--- src/dma_fault_map.svh ---
`ifndef DMA_FAULT_MAP_SVH
`define DMA_FAULT_MAP_SVH

// channel count and channel number width
`define DMA_NUM_PER_CHANNEL_BITS       27
`define DMA_PER_CHANNEL_BITS_ID_W      5

// register byte offsets on the wishbone port
`define REG_BUS_FLAGS_OFS  8'h00
`define REG_COMB_FLAGS_OFS 8'h04
`define REG_IRQ_MASK_OFS   8'h08
`define REG_EN_SET_OFS     8'h0c
`define REG_EN_CLR_OFS     8'h10
`define REG_LAST_FAULT_OFS 8'h14
`define REG_FAULT_CNT_OFS  8'h18

// reset values
`define REG_FLAGS_RST      27'h0000000
`define REG_MASK_RST       27'h0000000
`define REG_EN_RST         27'h0000000
`define REG_CNT_RST        16'h0000

// last fault register layout
`define LAST_PER_CHANNEL_BITS_LSB      0
`define LAST_CAUSE_LSB     8
`define LAST_VALID_BIT     15

// descriptor cycle control value that marks a bad descriptor
`define CC_INVALID         3'h0

// saturating fault counter width
`define FAULT_CNT_W        16

`endif

--- src/dma_fault_pkg.sv ---
package dma_fault_pkg;
  `include "dma_fault_map.svh"

  typedef logic [`DMA_NUM_PER_CHANNEL_BITS-1:0]  per_channel_bits_vec_t;
  typedef logic [`DMA_PER_CHANNEL_BITS_ID_W-1:0] per_channel_bits_id_t;
  typedef logic [2:0]                cyc_ctrl_t;

  // cause of the most recent fault
  typedef enum logic [1:0] {
    CAUSE_NONE,
    CAUSE_BUS,
    CAUSE_DESC
  } cause_t;

  // wishbone slave handshake state
  typedef enum logic {
    BUS_IDLE,
    BUS_ACK
  } bus_state_t;

  // one-hot channel vector; numbers past the last channel are dropped
  function automatic per_channel_bits_vec_t per_channel_bits_onehot(input logic hit, input per_channel_bits_id_t id);
    per_channel_bits_vec_t v;
    v = '0;
    if (hit && (32'(id) < `DMA_NUM_PER_CHANNEL_BITS)) begin
      v[id] = 1'b1;
    end
    return v;
  endfunction

  // write data gated by the byte lanes that are selected
  function automatic logic [31:0] lane_mask(input logic [31:0] dat, input logic [3:0] sel);
    logic [31:0] m;
    m = '0;
    for (int i = 0; i < 4; i++) begin
      m[i*8 +: 8] = dat[i*8 +: 8] & {8{sel[i]}};
    end
    return m;
  endfunction
endpackage

--- src/flag_ctl_if.sv ---
`timescale 1ns/1ps
interface flag_ctl_if #(parameter int W = 27);
  logic [W-1:0] set_v;
  logic [W-1:0] clr_v;
  logic [W-1:0] flags;

  modport ctrl (output set_v, output clr_v, input flags);
  modport bank (input set_v, input clr_v, output flags);
endinterface

--- src/fault_flag_bank.sv ---
`timescale 1ns/1ps
`include "dma_fault_map.svh"
module fault_flag_bank #(
  parameter int WIDTH = `DMA_NUM_PER_CHANNEL_BITS
) (
  input  wire logic  clk_i,
  input  wire logic  rst_i,
  flag_ctl_if.bank   ctl
);
  // sticky flags: a set in the same cycle as its clear wins
  always_ff @(posedge clk_i) begin
    if (rst_i) begin
      ctl.flags <= WIDTH'(`REG_FLAGS_RST);
    end else begin
      ctl.flags <= (ctl.flags & ~ctl.clr_v) | ctl.set_v;
    end
  end
endmodule

--- src/per_channel_bits_enable_bank.sv ---
`timescale 1ns/1ps
`include "dma_fault_map.svh"
module per_channel_bits_enable_bank #(
  parameter int WIDTH = `DMA_NUM_PER_CHANNEL_BITS
) (
  input  wire logic  clk_i,
  input  wire logic  rst_i,
  flag_ctl_if.bank   ctl
);
  // enables: disable wins, so a faulting channel never stays on
  always_ff @(posedge clk_i) begin
    if (rst_i) begin
      ctl.flags <= WIDTH'(`REG_EN_RST);
    end else begin
      ctl.flags <= (ctl.flags | ctl.set_v) & ~ctl.clr_v;
    end
  end
endmodule

--- src/dma_error_status_clear.sv ---
// Functional notes
// bus fault flag field spans bits 26:0, one flag per channel.
// bit 0 is channel 0; each bit number equals its channel.
// bus error response during a channel's transfer sets its bus fault flag.
// bus error disables only the faulting channel; others keep running.
// bus fault read: 1 means pending error, 0 means none.
// writing 1 clears a bus fault flag; writing 0 leaves it.
// combined field bits 26:0 set on bus error or cycle control 000.
// invalid descriptor disables only that channel; others keep running.
// combined read: 1 pending bus error or bad descriptor, else 0.
// writing 1 clears a combined flag; writing 0 leaves it.
// new event in the clearing cycle keeps the flag set.
`timescale 1ns/1ps
`include "dma_fault_map.svh"
module dma_error_status_clear (
  input  wire logic                   clk_i,
  input  wire logic                   rst_i,
  // wishbone classic slave
  input  wire logic                   wb_cyc_i,
  input  wire logic                   wb_stb_i,
  input  wire logic                   wb_we_i,
  input  wire logic [7:0]             wb_adr_i,
  input  wire logic [3:0]             wb_sel_i,
  input  wire logic [31:0]            wb_dat_i,
  output logic      [31:0]            wb_dat_o,
  output logic                        wb_ack_o,
  // bus error seen on a transfer
  input  wire logic                   xfer_err_i,
  input  wire dma_fault_pkg::per_channel_bits_id_t xfer_err_per_channel_bits_i,
  // descriptor fetched
  input  wire logic                   desc_fetch_i,
  input  wire dma_fault_pkg::per_channel_bits_id_t desc_per_channel_bits_i,
  input  wire dma_fault_pkg::cyc_ctrl_t desc_cc_i,
  // channel enables and interrupt
  output dma_fault_pkg::per_channel_bits_vec_t    per_channel_bits_en_o,
  output logic                        irq_o
);
  import dma_fault_pkg::*;

  localparam int NCH = `DMA_NUM_PER_CHANNEL_BITS;

  // word index compare; offsets are byte addresses, so lanes drop out
  function automatic logic hit_word(input logic [5:0] idx, input logic [7:0] ofs);
    return idx == ofs[7:2];
  endfunction

  // channel vector widened to a bus word; unused high bits read zero
  function automatic logic [31:0] pad_word(input logic [NCH-1:0] v);
    return {{(32-NCH){1'b0}}, v};
  endfunction

  // carriers between this module and the flag banks
  flag_ctl_if #(.W(NCH)) bus_if  ();
  flag_ctl_if #(.W(NCH)) comb_if ();
  flag_ctl_if #(.W(NCH)) en_if   ();

  bus_state_t           bus_state;
  bus_state_t           next_bus_state;
  per_channel_bits_vec_t            irq_mask;
  logic [`FAULT_CNT_W-1:0] fault_cnt;
  per_channel_bits_id_t             last_per_channel_bits;
  cause_t               last_cause;
  logic                 last_valid;

  // bus request decode
  wire logic        bus_req;
  wire logic        bus_wr;
  wire logic        bus_rd;
  wire logic [31:0] wr_bits;
  wire logic [5:0]  word_idx;

  assign bus_req  = wb_cyc_i & wb_stb_i & (bus_state == BUS_IDLE);
  assign bus_wr   = bus_req & wb_we_i;
  assign bus_rd   = bus_req & ~wb_we_i;
  assign wr_bits  = lane_mask(wb_dat_i, wb_sel_i);
  assign word_idx = wb_adr_i[7:2];

  // register hits, compared on the word index only
  wire logic hit_bus;
  wire logic hit_comb;
  wire logic hit_mask;
  wire logic hit_en_set;
  wire logic hit_en_clr;
  wire logic hit_last;
  wire logic hit_cnt;

  assign hit_bus    = hit_word(word_idx, `REG_BUS_FLAGS_OFS);
  assign hit_comb   = hit_word(word_idx, `REG_COMB_FLAGS_OFS);
  assign hit_mask   = hit_word(word_idx, `REG_IRQ_MASK_OFS);
  assign hit_en_set = hit_word(word_idx, `REG_EN_SET_OFS);
  assign hit_en_clr = hit_word(word_idx, `REG_EN_CLR_OFS);
  assign hit_last   = hit_word(word_idx, `REG_LAST_FAULT_OFS);
  assign hit_cnt    = hit_word(word_idx, `REG_FAULT_CNT_OFS);

  // write strobes per register; the channel vectors are gated by byte lanes, wr_mask and wr_last are not
  wire per_channel_bits_vec_t w1c_bus;
  wire per_channel_bits_vec_t w1c_comb;
  wire per_channel_bits_vec_t w1s_en;
  wire per_channel_bits_vec_t w1c_en;
  wire logic      wr_mask;
  wire logic      wr_last;

  // write one clears
  assign w1c_bus  = (bus_wr && hit_bus) ? wr_bits[NCH-1:0] : '0;
  // write one clears
  assign w1c_comb = (bus_wr && hit_comb) ? wr_bits[NCH-1:0] : '0;
  assign w1s_en   = (bus_wr && hit_en_set) ? wr_bits[NCH-1:0] : '0;
  assign w1c_en   = (bus_wr && hit_en_clr) ? wr_bits[NCH-1:0] : '0;
  assign wr_mask  = bus_wr & hit_mask;
  assign wr_last  = bus_wr & hit_last;

  // fault events, one-hot per channel
  wire logic      desc_bad;
  wire per_channel_bits_vec_t bus_evt;
  wire per_channel_bits_vec_t desc_evt;
  wire per_channel_bits_vec_t any_evt;

  // channel number picks the bit
  // bus error sets its channel
  assign bus_evt  = per_channel_bits_onehot(xfer_err_i, xfer_err_per_channel_bits_i);
  // cycle control zero is invalid
  assign desc_bad = desc_fetch_i & (desc_cc_i == `CC_INVALID);
  assign desc_evt = per_channel_bits_onehot(desc_bad, desc_per_channel_bits_i);
  assign any_evt  = bus_evt | desc_evt;

  // bus fault flags see only bus errors
  // one bit per channel
  // set beats clear in bank
  assign bus_if.set_v  = bus_evt;
  assign bus_if.clr_v  = w1c_bus;

  // combined flags see both kinds of fault
  // set on either cause
  assign comb_if.set_v = any_evt;
  assign comb_if.clr_v = w1c_comb;

  // enables: software set, software clear, fault disable
  // disable the bus fault channel only
  // disable the bad descriptor channel only
  assign en_if.set_v   = w1s_en;
  assign en_if.clr_v   = w1c_en | any_evt;

  fault_flag_bank #(
    .WIDTH (NCH)
  ) u_bus_flags (
    .clk_i (clk_i),
    .rst_i (rst_i),
    .ctl   (bus_if.bank)
  );

  fault_flag_bank #(
    .WIDTH (NCH)
  ) u_comb_flags (
    .clk_i (clk_i),
    .rst_i (rst_i),
    .ctl   (comb_if.bank)
  );

  per_channel_bits_enable_bank #(
    .WIDTH (NCH)
  ) u_per_channel_bits_en (
    .clk_i (clk_i),
    .rst_i (rst_i),
    .ctl   (en_if.bank)
  );

  // enables leave straight from the bank flops
  assign per_channel_bits_en_o = en_if.flags;

  // last fault capture; a bus error outranks a descriptor fault
  wire logic     evt_seen;
  wire per_channel_bits_id_t next_last_per_channel_bits;
  wire cause_t   next_last_cause;

  assign evt_seen        = |any_evt;
  assign next_last_per_channel_bits  = (|bus_evt) ? xfer_err_per_channel_bits_i : desc_per_channel_bits_i;
  assign next_last_cause = (|bus_evt) ? CAUSE_BUS : CAUSE_DESC;

  // fault counter saturates so software never sees a wrap
  wire logic                    cnt_full;
  wire logic [`FAULT_CNT_W-1:0] cnt_step;
  wire logic                    wr_cnt;
  wire logic [`FAULT_CNT_W-1:0] cnt_sum;

  assign cnt_full = &fault_cnt;
  assign cnt_step = {{(`FAULT_CNT_W-2){1'b0}}, (|bus_evt) & (|desc_evt), 1'b0}
                  | {{(`FAULT_CNT_W-1){1'b0}}, (|bus_evt) ^ (|desc_evt)};
  assign wr_cnt   = bus_wr & hit_cnt;
  // clamp at all ones instead of wrapping
  assign cnt_sum  = (fault_cnt >= ~cnt_step) ? {`FAULT_CNT_W{1'b1}} : fault_cnt + cnt_step;

  // unmasked combined flags drive the interrupt
  wire logic irq_next;

  assign irq_next = |(comb_if.flags & irq_mask);

  // read data mux; unmapped words read zero
  wire logic [31:0] rd_data;
  wire logic [31:0] last_word;

  assign last_word = {16'h0000,
                      last_valid,
                      5'h00,
                      last_cause,
                      3'h0,
                      last_per_channel_bits};

  // bus fault read back
  // combined read back
  assign rd_data = hit_bus    ? pad_word(bus_if.flags)  :
                   hit_comb   ? pad_word(comb_if.flags) :
                   hit_mask   ? pad_word(irq_mask)      :
                   hit_en_set ? pad_word(en_if.flags)   :
                   hit_en_clr ? pad_word(en_if.flags)   :
                   hit_last   ? last_word                          :
                   hit_cnt    ? {16'h0000, fault_cnt}             :
                   32'h00000000;

  // handshake: one ack per request, then one idle cycle
  always_comb begin
    next_bus_state = bus_state;
    case (bus_state)
      BUS_IDLE: begin
        if (bus_req) begin
          next_bus_state = BUS_ACK;
        end
      end
      BUS_ACK: begin
        next_bus_state = BUS_IDLE;
      end
      default: begin
        next_bus_state = BUS_IDLE;
      end
    endcase
  end

  // state and ack flop
  always_ff @(posedge clk_i) begin
    if (rst_i) begin
      bus_state <= BUS_IDLE;
      wb_ack_o  <= 1'b0;
    end else begin
      bus_state <= next_bus_state;
      wb_ack_o  <= bus_req;
    end
  end

  // read data held from ack until the next read request
  always_ff @(posedge clk_i) begin
    if (rst_i) begin
      wb_dat_o <= 32'h00000000;
    end else if (bus_rd) begin
      wb_dat_o <= rd_data;
    end
  end

  // interrupt mask, plain read/write
  always_ff @(posedge clk_i) begin
    if (rst_i) begin
      irq_mask <= `REG_MASK_RST;
    end else if (wr_mask) begin
      irq_mask <= wr_bits[NCH-1:0];
    end
  end

  // level interrupt from combined flags; one cycle behind them
  always_ff @(posedge clk_i) begin
    if (rst_i) begin
      irq_o <= 1'b0;
    end else begin
      irq_o <= irq_next;
    end
  end

  // last fault record; a write to it empties it unless a fault lands in the same cycle
  always_ff @(posedge clk_i) begin
    if (rst_i) begin
      last_per_channel_bits  <= '0;
      last_cause <= CAUSE_NONE;
      last_valid <= 1'b0;
    end else if (evt_seen) begin
      last_per_channel_bits  <= next_last_per_channel_bits;
      last_cause <= next_last_cause;
      last_valid <= 1'b1;
    end else if (wr_last) begin
      last_per_channel_bits  <= '0;
      last_cause <= CAUSE_NONE;
      last_valid <= 1'b0;
    end
  end

  // counter; a write resets it, a fault in that cycle still counts
  always_ff @(posedge clk_i) begin
    if (rst_i) begin
      fault_cnt <= `REG_CNT_RST;
    end else if (wr_cnt) begin
      fault_cnt <= cnt_step;
    end else if (!cnt_full && evt_seen) begin
      fault_cnt <= cnt_sum;
    end
  end

endmodule

--- config.mk ---
export PLATFORM = sky130hd
export DESIGN_NAME = dma_error_status_clear
export DESIGN_NICKNAME = d
export VERILOG_FILES = /design/src/dma_fault_pkg.sv /design/src/flag_ctl_if.sv /design/src/fault_flag_bank.sv /design/src/per_channel_bits_enable_bank.sv /design/src/dma_error_status_clear.sv
export VERILOG_INCLUDE_DIRS = /design/src
export SDC_FILE = /design/constraint.sdc
export NUM_CORES = 1
export LEC_CHECK = 0
export ABC_CLOCK_PERIOD_IN_PS = 3500
export BUFFER_PORTS_ARGS = -buffer_cell sky130_fd_sc_hd__buf_2
export CAP_MARGIN = 0
export CORE_ASPECT_RATIO = 1.75
export CORE_UTILIZATION = 45
export CTS_CLUSTER_DIAMETER = 100
export DETAILED_ROUTE_END_ITERATION = 8
export GPL_TIMING_DRIVEN = 0
export PLACE_DENSITY_LB_ADDON = 0.1
export SLEW_MARGIN = 40
export SYNTH_ARGS = -nofsm -noshare
export SYNTH_HDL_FRONTEND = slang
export SYNTH_HIERARCHICAL = 1
export SYNTH_SLANG_ARGS = --single-unit
--- constraint.sdc ---
create_clock -name clk_i -period 3.5 [get_ports clk_i]
set_input_delay 0 -clock clk_i [delete_from_list [all_inputs] [get_ports clk_i]]
set_output_delay 0 -clock clk_i [all_outputs]
set_load 0.01 [all_outputs]
# Yosys cells after proc, flatten, opt, wreduce, memory -nomap -nowiden
# Cells that the tools add are included.
[word_totals] ff_bits=167 latchBits=0 mem_bits_rw=0 romBits=0 in_bits=64 out_inout_bits=61 mem_count=0
[classes] add_sub_neg=1 n_mul=0 n_div=0 magnitude_cmp=7 eq_ne=6 shift=0 muxes=30 bitwise_logic=30 reduce_logical=19
[ops] op="27-bit 2-to-1 mux" n=11
[ops] op="27-bit bitwise OR" n=5
[ops] op="27-bit bitwise AND" n=4
[ops] op="27-bit OR reduction" n=4
[ops] op="27-bit NOT" n=3
[ops] op="16-bit 2-to-1 mux" n=5
[ops] op="8-bit bitwise AND" n=3
[ops] op="6-bit by 3-bit == test with 1-bit output (second input constant)" n=3
[ops] op="16-bit by 2-bit adder with 16-bit output" n=1
[ops] op="16-bit >= comparator" n=1
[ops] op="2-bit NOT with 16-bit output" n=1
[ops] op="16-bit AND reduction" n=1
[ops] op="5-bit 2-to-1 mux" n=3
[ops] op="6-bit by 2-bit == test with 1-bit output (second input constant)" n=2
[ops] op="5-bit by 6-bit less-than comparator with 1-bit output (second input constant)" n=2
[ops] op="1-bit demux with 5-bit select" n=2
[ops] op="5-bit by 1-bit >= comparator with 1-bit output (second input constant)" n=2
[ops] op="5-bit less-than comparator (second input constant)" n=2
[ops] op="1-bit bitwise AND" n=9
[ops] op="1-bit logical AND" n=9
[ops] op="6-bit by 1-bit == test with 1-bit output (second input constant)" n=1
[ops] op="6-bit zero test" n=1
[ops] op="2-bit 2-to-1 mux" n=3
[ops] op="1-bit 2-to-1 mux" n=5
[ops] op="8 further kinds" n=10

# Logic depth before layout (Yosys ltp)
[depth] depth_word=13 mapped_depth=14 ltp_nobuf=13

# Cells and area by module
# Netlist, hierarchy kept.
[modules_own_cells] module="dma_error_status_clear" instances=1 cells_per_inst=871 area_per_inst_um2=5814.3 seq_area_each_um2=1621.6
[modules_own_cells] module="fault_flag_bank" instances=2 cells_per_inst=111 area_per_inst_um2=1072.3 seq_area_each_um2=540.5
[modules_own_cells] module="per_channel_bits_enable_bank" instances=1 cells_per_inst=84 area_per_inst_um2=940.9 seq_area_each_um2=540.5

# Worst setup path after synthesis
# No wires, ideal clock.
[synth_timing] kind="input -> register" start="input port xfer_err_per_channel_bits_i[4]" end="register fault_cnt[14]" t_arrival_ns=2.723 setup_slack_ns=0.643 stages=14 cell_sequence="clkbuf_1 > nand2_1 > o21ai_1 > inv_1 > ha_1 > ha_1 > inv_1 > fa_1 > nor2_1 > nand2_1 > nor2_1 > nand2_1 > o311ai_0 > o21ai_0"
[synth_between] elab_chain_cells=13
[synth_lines] item="from (decl)" line="dma_error_status_clear.sv:29" text="input wire dma_fault_pkg::per_channel_bits_id_t xfer_err_per_channel_bits_i,"
[synth_lines] item="5-bit by 6-bit less-than comparator with 1-bit output (implied by the code) or 5-bit by 1-bit >= comparator with 1-bit output (tied branches)" line="dma_fault_pkg.sv:26" text="v[id] = 1'b1;"
[synth_lines] item="1-bit logical AND (implied by the code)" line="dma_fault_pkg.sv:26"
[synth_lines] item="1-bit 2-to-1 mux (implied by the code)" line="dma_fault_pkg.sv:26"
[synth_lines] item="1-bit demux with 5-bit select" line="dma_fault_pkg.sv:26"
[synth_lines] item="27-bit 2-to-1 mux *" line="dma_fault_pkg.sv:25" text="if (hit && (32'(id) < `DMA_NUM_PER_CHANNEL_BITS)) begin"
[synth_lines] item="27-bit OR reduction" line="dma_error_status_clear.sv:186, dma_error_status_clear.sv:187"
[synth_lines] item="1-bit XOR or 1-bit bitwise AND (tied branches)" line="dma_error_status_clear.sv:187, dma_error_status_clear.sv:186"
[synth_lines] item="2-bit by 1-bit bitwise OR with 2-bit output" line="dma_error_status_clear.sv:186" text="assign cnt_step = {{(`FAULT_CNT_W-2){1'b0}}, (|bus_evt) & (|desc_evt), 1'b0}"
[synth_lines] item="2-bit NOT with 16-bit output" line="dma_error_status_clear.sv:190" text="assign cnt_sum = (fault_cnt >= ~cnt_step) ? {`FAULT_CNT_W{1'b1}} : fault_cnt + cnt_step;"
[synth_lines] item="16-bit >= comparator" line="dma_error_status_clear.sv:190"
[synth_lines] item="16-bit 2-to-1 mux" line="dma_error_status_clear.sv:190"
[synth_lines] item="16-bit 2-to-1 mux" line="dma_error_status_clear.sv:298" text="end else if (!cnt_full && evt_seen) begin"
[synth_lines] item="16-bit 2-to-1 mux" line="dma_error_status_clear.sv:296" text="end else if (wr_cnt) begin"
[synth_lines] item="to (signal assigned)" line="dma_error_status_clear.sv:295" text="fault_cnt <= `REG_CNT_RST;"
[synth_lines] item="to (signal assigned)" line="dma_error_status_clear.sv:297" text="fault_cnt <= cnt_step;"
[synth_lines] item="to (signal assigned)" line="dma_error_status_clear.sv:299" text="fault_cnt <= cnt_sum;"
[synth_lines] item="to (decl)" line="dma_error_status_clear.sv:60" text="logic [`FAULT_CNT_W-1:0] fault_cnt;"
# Every way passes the cells marked *; elsewhere a longest branch is shown, timed or not. The select of a mux whose other input is x is not followed.
# A chain may end at the register's enable or synchronous reset.

# Worst setup path in the final report
# Ends and elaborated chain as after synthesis.

==> key figures <==
Clock network
  • Clock Latency Late Sink: between 0.4 and 0.5 ns
  • Max clock buf depth: 2
  • H-tree depth: 4
  • CTS Buf Count: 17
  • CTS clk-pin slew, worst paths: 0.06 ns
  • Clk Tree Root Cell: clkbuf_16
  • Clock sink count: roughly 160
  • Post-CTS Setup Bufs: 0
  • CTS tree: done

Layout
  • Fillcell total: about 2000
  • Final Net Count: between 1000 and 1500
  • Layout area overhead: 17.2%
  • Share of cells above drive strength 1: around 17%
  • Final standard cell area without fillers: 0.0104 mm²
  • Area of the multi-input gates: 0.00493 mm²
  • Commonest non-fill, non-tap cell in the layout: nor2_1
  • Most frequent cells in the layout: 249 x nor2_1, 162 x dfxtp_1, 109 x buf_2
  • Final core occ: between 50% and 60%
  • Non-Filler Instances: 1562
  • Register Area: around 0.0032 mm²

Yosys
  • Synth top area cells: dfxtp_1 36%, nor2_1 11%, nand2b_1 4.6%, a21oi_2 3.9%, a21oi_1 3.8%
  • Yosys reg bits: between 150 and 200
  • Post-synthesis async set-or-reset flop share: 0%
  • Sequential element share of the synthesized area: around 36%
  • Number of distinct library cells after synthesis: just under 70
  • Yosys warnings: 6
  • Cell taking the most area after synthesis: dfxtp_1
  • Post-synth EDFFs: 0
  • Synthesized area per cell: 7.56 µm²
  • Top FF cell, synth: dfxtp_1
  • Cell area after synthesis: ~0.0089 mm²
  • Area share of the largest cell type after synthesis: 36.4%
  • Syn Inst Count: approximately 1200

STA
  • Final setup violation count: 0
  • Slew @ Worst Pin: around 0.98 ns
  • Min Clock Period, post-route: about 3.2 ns
  • Fmax: between 300 and 400 MHz
  • Max transition margin: between 30% and 40%
  • Skew final: approximately 0.0052 ns
  • Final Max Tran Viols: 0
  • Unrepaired setup endpoints after global routing: false
  • Tcrit/Tclk final: 92.0%
  • Hold Vio Cnt, Final: 0

Floorplanning
  • Core Rows: 67
  • Die Wd: about 110 µm
  • Core area: ~0.019 mm²
  • Die height: ~190 µm
  • Die area: ~0.020 mm²
  • Initial Util: about 46%
  • I/O Pins: 125

Worst setup path
  • Reg-to-Reg End: fault_cnt[14]
  • Nature of the critical path endpoint: flip-flop
  • CP arrival: 3.53 ns
  • Critical path's most frequent cell: nand2_1
  • Critical Path Fanout Max: 10
  • FF-to-FF path depth: 9
  • Worst Path Class, Setup: primary input to flip-flop
  • CP max stage cell: fa_1
  • Max incr delay on CP: about 0.44 ns
  • CP Cell Sequence: buf_2 > clkbuf_1 > nand2_1 > o21ai_2 > inv_1 > ha_1 > ha_1 > inv_1 > fa_1 > nor2_1 > nand2_1 > nor2_1 > nand2_1 > o311ai_0 > o21ai_0
  • Req. time, crit path: 3.81 ns
  • R2R Path Start: fault_cnt[0]
  • Flop-to-flop setup slack: roughly 0.91 ns
  • Worst setup SP type: primary input

Pwr
  • VDD IR-drop max: 0.000345 V
  • Sequential Power Share: 43.0%
  • Logic gate share of total power: a little over a tenth
  • Sw Ratio: 26.3%
  • Power Density: 426 mW/mm²
  • Leak: ~0.0039 µW
  • Sw power: roughly 1200 µW
  • Internal Power: roughly 3300 µW
  • Clock power share: ~46%

Global routing
  • GRT Total Usage: between 30% and 40%
  • Grt ovf: 0
  • Initial antenna violation count: 0
  • First-pass GRT wire length: slightly above 50000 µm
  • Largest net degree at the start of global routing: 17
  • Vias in the first global route: between 8000 and 9000

Route
  • Detail Route Antenna Nets: 0
  • Total vias in the final route: 9206
  • Final wirelength: 35000 µm
  • DRT iter0 DRCs: roughly 800
  • DRC viols: 0
  • Drt first pass iters: 6
  • Vias per Instance: 5.89
  • Drt wl/cell: ~22 µm

Place
  • PortBufs: between 100 and 150
  • Placer congestion estimate: between 0.9 and 1
  • Area after DPL: slightly below 0.01 mm²
  • Total placed cells including tap cells: between 1500 and 2000
  • DP HPWL: about 27000 µm

Hold path
  • Hold Path Origin: wb_dat_i[21]
  • Hold Path Stages: 4
  • Worst Hold Path EP: u_per_channel_bits_en/ctl.flags[21]
  • Hold/Removal Path Class: primary input to flip-flop

Job
  • Max cap viols: 0

Status
  • Status: finished, final reports clean
==> per-layer routing <==
layer | share of wire [%] | vias up | track usage [%]
li1 | - | 4312 | -
met1 | 35 | 4320 | 36.7
met2 | 50 | 443 | 60.7
met3 | 6.5 | 131 | 6.47
met4 | 7.8 | 0 | 25.9
met5 | 0 | - | 0
==> power groups by stage <==
stage,clock [µW],combinational [µW],sequential (µW)
global route,2130,518,1910
detailed placement,0,471,1950
floorplan,0,289,1950
finish,2050,486,1910
CTS,2060,477,1910
global placement,0,468,1950
==> worst max-delay path by stage <==
| stage | cells past startpoint | endpoint | from |
|---|---|---|---|
| floorplan | 14 | fault_cnt[14] | xfer_err_per_channel_bits_i[4] |
| global placement | 15 | fault_cnt[14] | xfer_err_per_channel_bits_i[3] |
| detailed placement | 15 | fault_cnt[14] | xfer_err_per_channel_bits_i[3] |
| CTS | 15 | fault_cnt[14] | xfer_err_per_channel_bits_i[3] |
| global route | 15 | fault_cnt[14] | xfer_err_per_channel_bits_i[4] |
| finish | 15 | fault_cnt[14] | xfer_err_per_channel_bits_i[4] |
==> synth_stat cells, drive strengths merged (4+ instances only) <==
master   number
nor3         49
nor2b        19
a22oi         8
o2bb2ai       4
nand2        89
buf          29
nand2b       65
a31oi        12
ha            4
nand3        17
nor4         12
mux2i        20
a311oi        5
a21oi       107
clkbuf       56
o21bai       23
a211oi        7
inv          75
dfxtp       162
nor2        249
o21ai        31
nand3b        4
o22a          4
o22ai        36
a221o         8
nand4         4
a221oi       23
==> worst max-delay path: cells and delay by family <==
family                   cells  cell delay (ns)
AND/OR/NAND/NOR              5             0.93
AO/OA/AOI/OAI                3             0.91
adder cells (fa/ha/maj)      3             1.00
buffers and inverters        4             0.70
==> final cells by class <==
cell class,instances,area share [%]
sequential,162,31.1
multi-input combinational,859,47.3
antenna,1,0.0240
tap,241,2.89
timing repair buffer,108,5.37
clock buffer,20,4.38
clock inverter,12,1.72
buffer,84,4.53
inverter,75,2.70
==> state kept, by name, indices dropped and copies added, names as in the netlist <==
name / count
u_bus_flags/ctl.flags: 27
irq_o: 1
u_per_channel_bits_en/ctl.flags: 27
last_per_channel_bits: 5
last_valid: 1
bus_state: 1
fault_cnt: 16
wb_ack_o: 1
u_comb_flags/ctl.flags: 27
wb_dat_o: 27
irq_mask: 27
last_cause: 2
==> repair_timing <==
action / CTS / global route
endpoints found under the hold margin: 82 / 0
resized for setup: 0 / 1
hold buffers: 4 / 0
endpoints found under the setup margin: 0 / 16
==> stage by stage <==
step | power, µW | hold WS, ns | setup TNS (ns) | setup slack (ns)
CTS | 4450 | 0.0102 | 0 | 0.0728
floorplan | 2240 | 0.211 | 0 | 0.643
global placement | 2420 | 0.244 | -1.90 | -0.306
global route | 4560 | 0.0454 | 0 | 0.0134
finish | 4450 | 0.0143 | 0 | 0.279
detailed placement | 2420 | 0.247 | -2.24 | -0.349
==> cell families (layout without fill, tap and decap cells) <==
group	count (synthesis)	after routing	synth area share [%]
AND/OR/NAND/NOR	529	529	28.5
AO/OA/AOI/OAI	299	299	23.4
flip-flops	162	162	36.4
buffers and inverters	160	299	8.49
multiplexers	20	20	2.25
adder cells (fa/ha/maj)	5	5	0.787
other	1	6	0.0421
XOR/XNOR	1	1	0.0984
No activity file was read; power rests on OpenSTA's default activity.
